===== src/rtl/pic_pkg.sv =====
/*
 * Constants and the state type of the peripheral interrupt priority and NMI controller.
 * Assumes a single peripheral clock domain and a plain strobe-based register port.
 */
`default_nettype none

package pic_pkg;

	// ****************************************************************
	// Sizes
	// ****************************************************************
	localparam int PIC_NUM_CAUSES = 14;
	localparam int PIC_ADDR_W     = 8;

	// ****************************************************************
	// Register offsets
	// ****************************************************************
	localparam logic [7:0] PIC_OFS_PRIO_A   = 8'h00;
	localparam logic [7:0] PIC_OFS_PRIO_B   = 8'h04;
	localparam logic [7:0] PIC_OFS_NMI_CTRL = 8'h08;
	localparam logic [7:0] PIC_OFS_STATUS   = 8'h0C;
	localparam logic [7:0] PIC_OFS_MASK     = 8'h10;

	// ****************************************************************
	// Field layouts and reset values
	// ****************************************************************
	localparam logic [15:0] PIC_PRIO_RST        = 16'h0000;
	localparam logic [15:0] PIC_PRIO_B_WR_MASK  = 16'hFFF0;
	localparam int          PIC_NMI_LEVEL_BIT   = 15;
	localparam int          PIC_NMI_EDGE_BIT    = 8;
	localparam logic [15:0] PIC_NMI_RESV_MASK   = 16'h7EFF;
	localparam int          PIC_ST_NMI_BIT      = 0;
	localparam int          PIC_ST_FWD_BIT      = 1;
	localparam logic [1:0]  PIC_ST_RST          = 2'h0;

	// ****************************************************************
	// Causes in default order, their priority field and event code
	// ****************************************************************
	localparam int PIC_C_ALARM = 4;
	localparam logic [13:0] PIC_REQ_ALARM_ONLY = 14'h0010;

	// Field 0..3 are the first register top to bottom, 4..6 the second.
	localparam logic [2:0] PIC_CAUSE_FIELD [PIC_NUM_CAUSES] = '{
		3'h0, 3'h1, 3'h2, 3'h2, 3'h3, 3'h3, 3'h3,
		3'h6, 3'h6, 3'h6, 3'h6, 3'h4, 3'h5, 3'h5
	};

	localparam logic [11:0] PIC_CAUSE_CODE [PIC_NUM_CAUSES] = '{
		12'h400, 12'h420, 12'h440, 12'h460,
		12'h480, 12'h4A0, 12'h4C0,
		12'h4E0, 12'h500, 12'h520, 12'h540,
		12'h560, 12'h580, 12'h5A0
	};

	localparam logic [11:0] PIC_NMI_CODE  = 12'h1C0;
	localparam logic [11:0] PIC_NONE_CODE = 12'h000;

	// ****************************************************************
	// State of the controller
	// ****************************************************************
	typedef struct packed {
		logic [15:0] prio_a;
		logic [15:0] prio_b;
		logic        edge_sel;
		logic        nmi_s1;
		logic        nmi_s2;
		logic        nmi_prev;
		logic        nmi_req;
		logic [1:0]  status;
		logic [1:0]  mask;
		logic        irq;
		logic        cpu_req;
		logic [3:0]  cpu_lvl;
		logic [11:0] code;
		logic [15:0] rdata;
	} pic_state_t;

	localparam pic_state_t PIC_STATE_RST = '0;

endpackage : pic_pkg

`default_nettype wire


===== src/rtl/pic_ctrl.sv =====
/*
 * Priority selection, event coding and NMI edge detection for on-chip peripheral requests.
 * Assumes peripheral request lines are levels on clk_sys held until their cause is cleared,
 * the NMI pin is asynchronous, and the core gives its mask and acknowledges on clk_sys.
 */
`timescale 1ns/10ps
`default_nettype none

module pic_ctrl (
	// Clock and reset
	input  wire logic                              clk_sys,
	input  wire logic                              nrst,
	// Register port
	input  wire logic [pic_pkg::PIC_ADDR_W-1:0]    reg_addr,
	input  wire logic [15:0]                       reg_wdata,
	input  wire logic                              reg_wr,
	input  wire logic                              reg_rd,
	output logic      [15:0]                       reg_rdata,
	// Peripheral requests in default order
	input  wire logic [pic_pkg::PIC_NUM_CAUSES-1:0] periph_req,
	// NMI pin
	input  wire logic                              nmi_pin,
	// Processor core
	input  wire logic [3:0]                        cpu_int_mask,
	input  wire logic                              nmi_ack,
	output logic                                   cpu_irq_req,
	output logic      [3:0]                        cpu_irq_level,
	output logic      [11:0]                       event_code_reg,
	output logic                                   nmi_req,
	// Interrupt to software
	output logic                                   irq
);

	// ****************************************************************
	// State
	// ****************************************************************
	pic_pkg::pic_state_t st_ff;
	pic_pkg::pic_state_t nxt_st;

	logic [31:0] prio_all;
	logic [3:0]  best_lvl;
	logic [3:0]  cause_lvl;
	logic [3:0]  best_idx;
	logic        found;
	logic        nmi_rise;
	logic        nmi_fall;
	logic        nmi_edge;
	logic        wr_a;
	logic        wr_b;
	logic        wr_nmi;
	logic        wr_st;
	logic        wr_msk;
	logic [1:0]  st_set;

	assign reg_rdata      = st_ff.rdata;
	assign cpu_irq_req    = st_ff.cpu_req;
	assign cpu_irq_level  = st_ff.cpu_lvl;
	assign event_code_reg = st_ff.code;
	assign nmi_req        = st_ff.nmi_req;
	assign irq            = st_ff.irq;

	// ****************************************************************
	// Next state
	// ****************************************************************
	always_comb begin
		nxt_st    = st_ff;
		wr_a      = reg_wr && (reg_addr == pic_pkg::PIC_OFS_PRIO_A);
		wr_b      = reg_wr && (reg_addr == pic_pkg::PIC_OFS_PRIO_B);
		wr_nmi    = reg_wr && (reg_addr == pic_pkg::PIC_OFS_NMI_CTRL);
		wr_st     = reg_wr && (reg_addr == pic_pkg::PIC_OFS_STATUS);
		wr_msk    = reg_wr && (reg_addr == pic_pkg::PIC_OFS_MASK);

		// Priority registers; the low field of the second is held at zero.
		if (wr_a) begin
			nxt_st.prio_a = reg_wdata;
		end
		if (wr_b) begin
			nxt_st.prio_b = reg_wdata & pic_pkg::PIC_PRIO_B_WR_MASK;
		end
		if (wr_nmi) begin
			nxt_st.edge_sel = reg_wdata[pic_pkg::PIC_NMI_EDGE_BIT];
		end
		if (wr_msk) begin
			nxt_st.mask = reg_wdata[1:0];
		end

		// NMI pin synchroniser and edge detection on the second stage only.
		nxt_st.nmi_s1   = nmi_pin;
		nxt_st.nmi_s2   = st_ff.nmi_s1;
		nxt_st.nmi_prev = st_ff.nmi_s2;
		nmi_rise        = st_ff.nmi_s2 && !st_ff.nmi_prev;
		nmi_fall        = !st_ff.nmi_s2 && st_ff.nmi_prev;
		nmi_edge        = st_ff.edge_sel ? nmi_rise : nmi_fall;
		// A new edge in the acknowledge cycle keeps the request pending.
		nxt_st.nmi_req  = nmi_edge || (st_ff.nmi_req && !nmi_ack);

		// Arbitration reads the registered fields, so a write counts next cycle.
		prio_all = {st_ff.prio_a, st_ff.prio_b};
		best_lvl = 4'h0;
		cause_lvl = 4'h0;
		best_idx = 4'h0;
		found    = 1'b0;
		for (int i = 0; i < pic_pkg::PIC_NUM_CAUSES; i++) begin
			cause_lvl = prio_all[31 - 4 * int'(pic_pkg::PIC_CAUSE_FIELD[i]) -: 4];
			// Strictly greater: level zero never wins, ties keep the earlier cause.
			if (periph_req[i] && (cause_lvl > best_lvl)) begin
				best_lvl = cause_lvl;
				best_idx = 4'(i);
				found    = 1'b1;
			end
		end
		nxt_st.cpu_req = found && (best_lvl > cpu_int_mask);
		nxt_st.cpu_lvl = found ? best_lvl : 4'h0;
		if (nxt_st.nmi_req) begin
			nxt_st.code = pic_pkg::PIC_NMI_CODE;
		end else if (found) begin
			nxt_st.code = pic_pkg::PIC_CAUSE_CODE[best_idx];
		end else begin
			nxt_st.code = pic_pkg::PIC_NONE_CODE;
		end

		// Sticky status; a new event beats a write-one clear in the same cycle.
		st_set                              = 2'h0;
		st_set[pic_pkg::PIC_ST_NMI_BIT]     = nmi_edge;
		st_set[pic_pkg::PIC_ST_FWD_BIT]     = nxt_st.cpu_req && !st_ff.cpu_req;
		nxt_st.status = (st_ff.status & ~(wr_st ? reg_wdata[1:0] : 2'h0)) | st_set;
		nxt_st.irq    = |(nxt_st.status & nxt_st.mask);

		// Read data stand in the cycle after the strobe only.
		nxt_st.rdata = 16'h0000;
		if (reg_rd) begin
			case (reg_addr)
				pic_pkg::PIC_OFS_PRIO_A: begin
					nxt_st.rdata = st_ff.prio_a;
				end
				pic_pkg::PIC_OFS_PRIO_B: begin
					nxt_st.rdata = st_ff.prio_b & pic_pkg::PIC_PRIO_B_WR_MASK;
				end
				pic_pkg::PIC_OFS_NMI_CTRL: begin
					nxt_st.rdata[pic_pkg::PIC_NMI_LEVEL_BIT] = st_ff.nmi_s2;
					nxt_st.rdata[pic_pkg::PIC_NMI_EDGE_BIT]  = st_ff.edge_sel;
				end
				pic_pkg::PIC_OFS_STATUS: begin
					nxt_st.rdata[1:0] = st_ff.status;
				end
				pic_pkg::PIC_OFS_MASK: begin
					nxt_st.rdata[1:0] = st_ff.mask;
				end
				default: begin
					nxt_st.rdata = 16'h0000;
				end
			endcase
		end
	end

	// ****************************************************************
	// Registers
	// ****************************************************************
	always_ff @(posedge clk_sys or negedge nrst) begin
		if (!nrst) begin
			st_ff <= pic_pkg::PIC_STATE_RST;
		end else begin
			st_ff <= nxt_st;
		end
	end
endmodule : pic_ctrl

`default_nettype wire


===== config.mk =====
export PLATFORM = sky130hd
export DESIGN_NAME = pic_ctrl
export DESIGN_NICKNAME = d
export VERILOG_FILES = /design/src/rtl/pic_pkg.sv /design/src/rtl/pic_ctrl.sv
export SDC_FILE = /design/constraint.sdc
export NUM_CORES = 1
export LEC_CHECK = 0
export BUFFER_PORTS_ARGS = -buffer_cell sky130_fd_sc_hd__buf_2
export CORE_UTILIZATION = 30
export DETAILED_ROUTE_END_ITERATION = 8
export GPL_ROUTABILITY_DRIVEN = 0
export RECOVER_POWER = 25
export SLEW_MARGIN = 20
export SYNTH_ARGS = -nofsm -noshare
export SYNTH_HDL_FRONTEND = slang
export SYNTH_SLANG_ARGS = --single-unit
export TNS_END_PERCENT = 100

===== constraint.sdc =====
create_clock -name clk_sys -period 24.5 [get_ports clk_sys]
set_clock_uncertainty 0.1 [all_clocks]
set_input_delay 1.225 -clock clk_sys [delete_from_list [all_inputs] [get_ports clk_sys]]
set_output_delay 1.225 -clock clk_sys [all_outputs]
set_load 0.05 [all_outputs]

# Word-level counts from Yosys, hierarchy flattened
# Memory sizes are Yosys's and may differ from the RTL's.
# Cells that the tools add are included.
# word_totals
regBits	71
romBits	192
out_inout_bits	35
word_cells	126
n_memories	1
# op_classes
order_cmp	16
eq_ne	4
muxes	55
bitwise_logic	5
n_reduce_logical	31
# memory_table
name	depth	width	read_ports	rd_ports_with_merged_regs	wr	line_no	rtl
(no name shown)	16	12	1	0	0	pic_ctrl.sv:117	nxt_st.code = pic_pkg::PIC_CAUSE_CODE[best_idx];
# ops
operator	n
4-bit 2-to-1 mux	27
4-bit greater-than comparator	14
12-bit 2-to-1 mux	4
1-bit logical AND	24
6-bit one-hot mux with 2 select lines	2
8-bit by 4-bit equality test with 1-bit output (second input constant)	2
1-bit 2-to-1 mux	16
16-bit 2-to-1 mux	1
8-bit by 3-bit equality test with 1-bit output (second input constant)	1
8-bit by 5-bit equality test with 1-bit output (second input constant)	1
8-bit zero test	1
1-bit one-hot mux with 3 select lines	2
2-bit one-hot mux with 3 select lines	1
5-bit >= comparator (second input constant)	1
4-bit NOT with 5-bit output	1
2-bit AND	2
4-bit by 1-bit greater-than comparator with 1-bit output (second input constant)	1
1-bit zero test	4
2-bit 2-to-1 mux	2
2-bit NOT	1
2-bit OR	1
2-bit OR reduction	1
1-bit logical OR	1

# Depth between registers and ports, before layout
# depth
depth_word	48
depth_mapped	118

# Worst setup path before layout
# Ideal clock, no wire load.
# synth_timing
path_type	input to register
startpoint	input periph_req[0] in the netlist's numbering
endpoint	register st_ff (netlist bit irq)
setup_time_ns	0.066
arrival_time_ns	20.941
required_ns	24.334
path_slack_ns	3.393
stages	108
n_path_buf	4
path_cell_list	nand2_1 ha_1 nor2b_2 o211ai_2 a21oi_2 mux2_2 ha_1 nor2b_1 o211a_1 o22ai_1 o21ai_1 o311a_4 mux2_2 inv_1 ha_1 nor2b_1 o211a_1 o22ai_1 [72 not listed] ha_1 nor2b_1 o21ai_0 nand2b_1 a21oi_1 nor2_1 or2_2 clkbuf_1 and2_1 a31o_1 ha_1 nor2b_1 o21ai_0 nand2b_1 a21oi_1 a41o_1 o31ai_1 a22o_1
# synth_rtl
item	line_no	rtl
start, declared	pic_ctrl.sv:20	input wire logic [pic_pkg::PIC_NUM_CAUSES-1:0] periph_req,
end signal, assigned	pic_ctrl.sv:161	st_ff <= pic_pkg::PIC_STATE_RST;
end signal, assigned	pic_ctrl.sv:163	st_ff <= nxt_st;
end, declared	pic_ctrl.sv:37	pic_pkg::pic_state_t st_ff;

==> flow_summary_export.csv <==
group,metric,value,unit
synthesis,ys_ff_latch,64,
clock_network,cts_buffer_depth,2,
worst_setup_path,cp-end-kind,"flop",
clock_network,cts_tree,"yes",
power,p_leak,2.93,nW
synthesis,synth.top_cell.area_share,29.0,%
floorplan,core,0.0180,mm^2
worst_setup_path,path_buf_inv,9,
synthesis,ys_seq_area_share,29.0,%
hold_path,hold_start,"nxt_st[40]$_DFF_PN0_",
timing,relSlewSlack,-129,%
power,ir_drop,0.0000523,V
worst_setup_path,cp.arrival,22.88,ns
synthesis,synth_top_area_cell,"dfrtp_1",
floorplan,die-area,0.0190,mm^2
timing,tightest_slew,3.43,ns
worst_setup_path,worstPathRequired,24.67,ns
layout,largest_reg_flops,24,
worst_setup_path,startpoint_type,"input port",
layout,fin_util,34.7,%
synthesis,async_reset_ff_share,100,%
timing,slew_viol_final,65,
clock_network,cts_sinks,64,
routing,drc,0,
status,violations,"max-capacitance violations, max-slew violations",
synthesis,yosysMostFrequentCell,"dfrtp_1",
timing,setup_viol,0,
clock_network,root_buffer,"clkbuf_16",
timing,rsz0062_at_grt,"false",
layout,area_growth,13.1,%
job,cap_violations,1,
floorplan,initial_core_util,30.7,%
worst_setup_path,critical_path.most_common_cell,"ha_1",
routing,wire_per_inst,16.2,um
placement,io_buffers,75,
clock_network,ctsHoldBuffers,0,
clock_network,cts_buffers,9,
clock_network,clk_pin_slew_worst_paths,0.06,ns
synthesis,synth-edff-count,0,
layout,regArea,0.00160,mm^2
routing,ant_nets,0,
routing,viasPerCell,5.21,
clock_network,h-tree-depth,3,
timing,fin_crit_sh,92.7,%
layout,drive_gt1_share,28.6,%
floorplan,die_height,138,um
power,p_per_area,77.6,mW/mm^2
timing,setup_tns,0,ns
synthesis,synth_area_leaders,"dfrtp_1, ha_1, mux2_2",
synthesis,yosys_most_used_dff,"dfrtp_1",
floorplan,ios,83,
hold_path,worstHoldPathType,"reg -> reg",
routing,drt_first_pass_iters,6,
worst_setup_path,slowest_delay,0.44,ns
routing,vias,4551,
timing,layout_min_cycle_time,22.71,ns
worst_setup_path,worstPathMaxFanout,9,
routing,drtIter0Drc,252,
worst_setup_path,crit_start,"periph_req[0]",
routing,wirelength,14.1,mm
synthesis,syn_inst,588,
global_route,grt_max_degree,65,
layout,num-fill-cells,1881,
global_route,overflow,0,
global_route,grt_usage,15.2,%
global_route,grt_pass1_wl,22.2,mm
placement,dp_hpwl,11.2,mm
floorplan,die_x,138,um
floorplan,fp-row-count,49,
timing,hold_viol,0,
global_route,grt_pass1_vias,4249,
synthesis,synthDistinctLibCells,81,
status,run_status,"finished with violations",
worst_setup_path,path_delay_family,"compound AO/OA/AOI/OAI gates",
clock_network,clock_latency,0.33,ns
synthesis,synth_commonest_cells,"dfrtp_1, nand2_1, ha_1",
worst_setup_path,cpMaxStageDelayCell,"a221oi_4",
layout,multiInputGateArea,0.00353,mm^2
layout,nNetsFinal,732,
worst_setup_path,path_class,"in -> reg",
synthesis,netlist_area,0.00553,mm^2
worst_setup_path,timing.rr.start,"prio_all[29]$_DFFE_PN0P_",
synthesis,syn_avg_cell_area,9.41,um^2
timing,fmax,44.0,MHz
synthesis,yosys_warnings,0,
global_route,antenna_found_initial,3,
-- final timing paths --
kind / slack [ns] / endpoint / depth (start not counted)
min: 0.26 / nxt_st[39]$_DFF_PN0_ / 0
max: 1.79 / irq$_DFF_PN0_ / 110
max reg2reg: 2.46 / irq$_DFF_PN0_ / 109
max in group asynchronous: 20.31 / reg_rdata[3]$_DFF_PN0_ / 2
min in group asynchronous: 2.06 / nxt_st[40]$_DFF_PN0_ / 2
min reg2reg: 0.26 / nxt_st[39]$_DFF_PN0_ / 0
-- placed cells by master, fill, tap and decap left out, types with 5 or more instances in the layout --
master     Yosys  final
and3_1         8      8
mux2i_1       22     22
nor2b_1       12     12
a21o_1         8      8
nor3_1         7      7
o21ai_0       21     21
nand3_1       11     11
mux2_2        43     43
buf_2          2     75
o211a_1        8      8
nor2_1        39     37
or2_2          7      7
ha_1          46     46
conb_1         1      7
dfrtp_1       64     64
o221ai_1       6      5
and2_1         8      8
o21a_1         8      8
nand2_1       48     48
nand4_1        7      7
o211ai_1       7      7
o211ai_2       6      6
a21oi_1       14     13
o21ai_1        9      9
a31oi_1        6      6
inv_1         39     39
clkbuf_16      0      9
-- layout make-up --
class                   count  area share (%)
diodes                      2          0.0800
clock buffers              10            3.82
clock inverters             6           0.800
inverters                  39            2.34
multi-input cells         446            56.5
flip-flops and latches     64            25.6
well taps                 229            4.58
repair buffers             78            6.30
-- logic make-up (layout without fill, tap and decap cells) --
| logic type | after synthesis | after routing | synth area share, % |
|---|---|---|---|
| and+or+nand+nor | 171 | 171 | 15.5 |
| AOI/OAI and AO/OA | 151 | 151 | 22.8 |
| buffers and inverters | 84 | 133 | 8.19 |
| muxes | 69 | 69 | 13.7 |
| DFF | 64 | 64 | 29.0 |
| adders and majority gates | 47 | 47 | 10.6 |
| other | 1 | 9 | 0.0678 |
| xor gates and xnor gates | 1 | 1 | 0.158 |
-- power by group --
| group | internal (mW) | switching (mW) | total, mW |
|---|---|---|---|
| clock network | 0.0724 | 0.0504 | 0.123 |
| logic | 0.0919 | 0.147 | 0.239 |
| registers | 0.116 | 0.00722 | 0.123 |
| total | 0.280 | 0.205 | 0.485 |
-- metal layers --
layer,vias up,part of all wire [%],track usage (%)
li1,2246,-,-
met1,2165,48,21.0
met2,126,45,24.3
met3,12,6.1,2.61
met4,2,0.92,3.74
met5,-,0.092,0
-- through the flow --
stage	setup WS, ns	area (um^2)	instances	total power, mW	hold slack [ns]
floorplan	3.39	5550	594	0.317	0.231
global placement	1.48	5920	855	0.358	0.236
detailed placement	1.22	5920	855	0.359	0.244
CTS	1.51	6210	871	0.484	0.262
global route	0.00766	6250	872	0.517	0.274
finish	1.79	6260	874	0.485	0.257
-- repair_timing --
action / CTS / global route
setup endpoints to repair: 0 / 4
buffers inserted: 0 / 1
endpoints found under the hold margin: 0 / 0
resized for setup: 0 / 7
(Power assumes the default switching activity.)
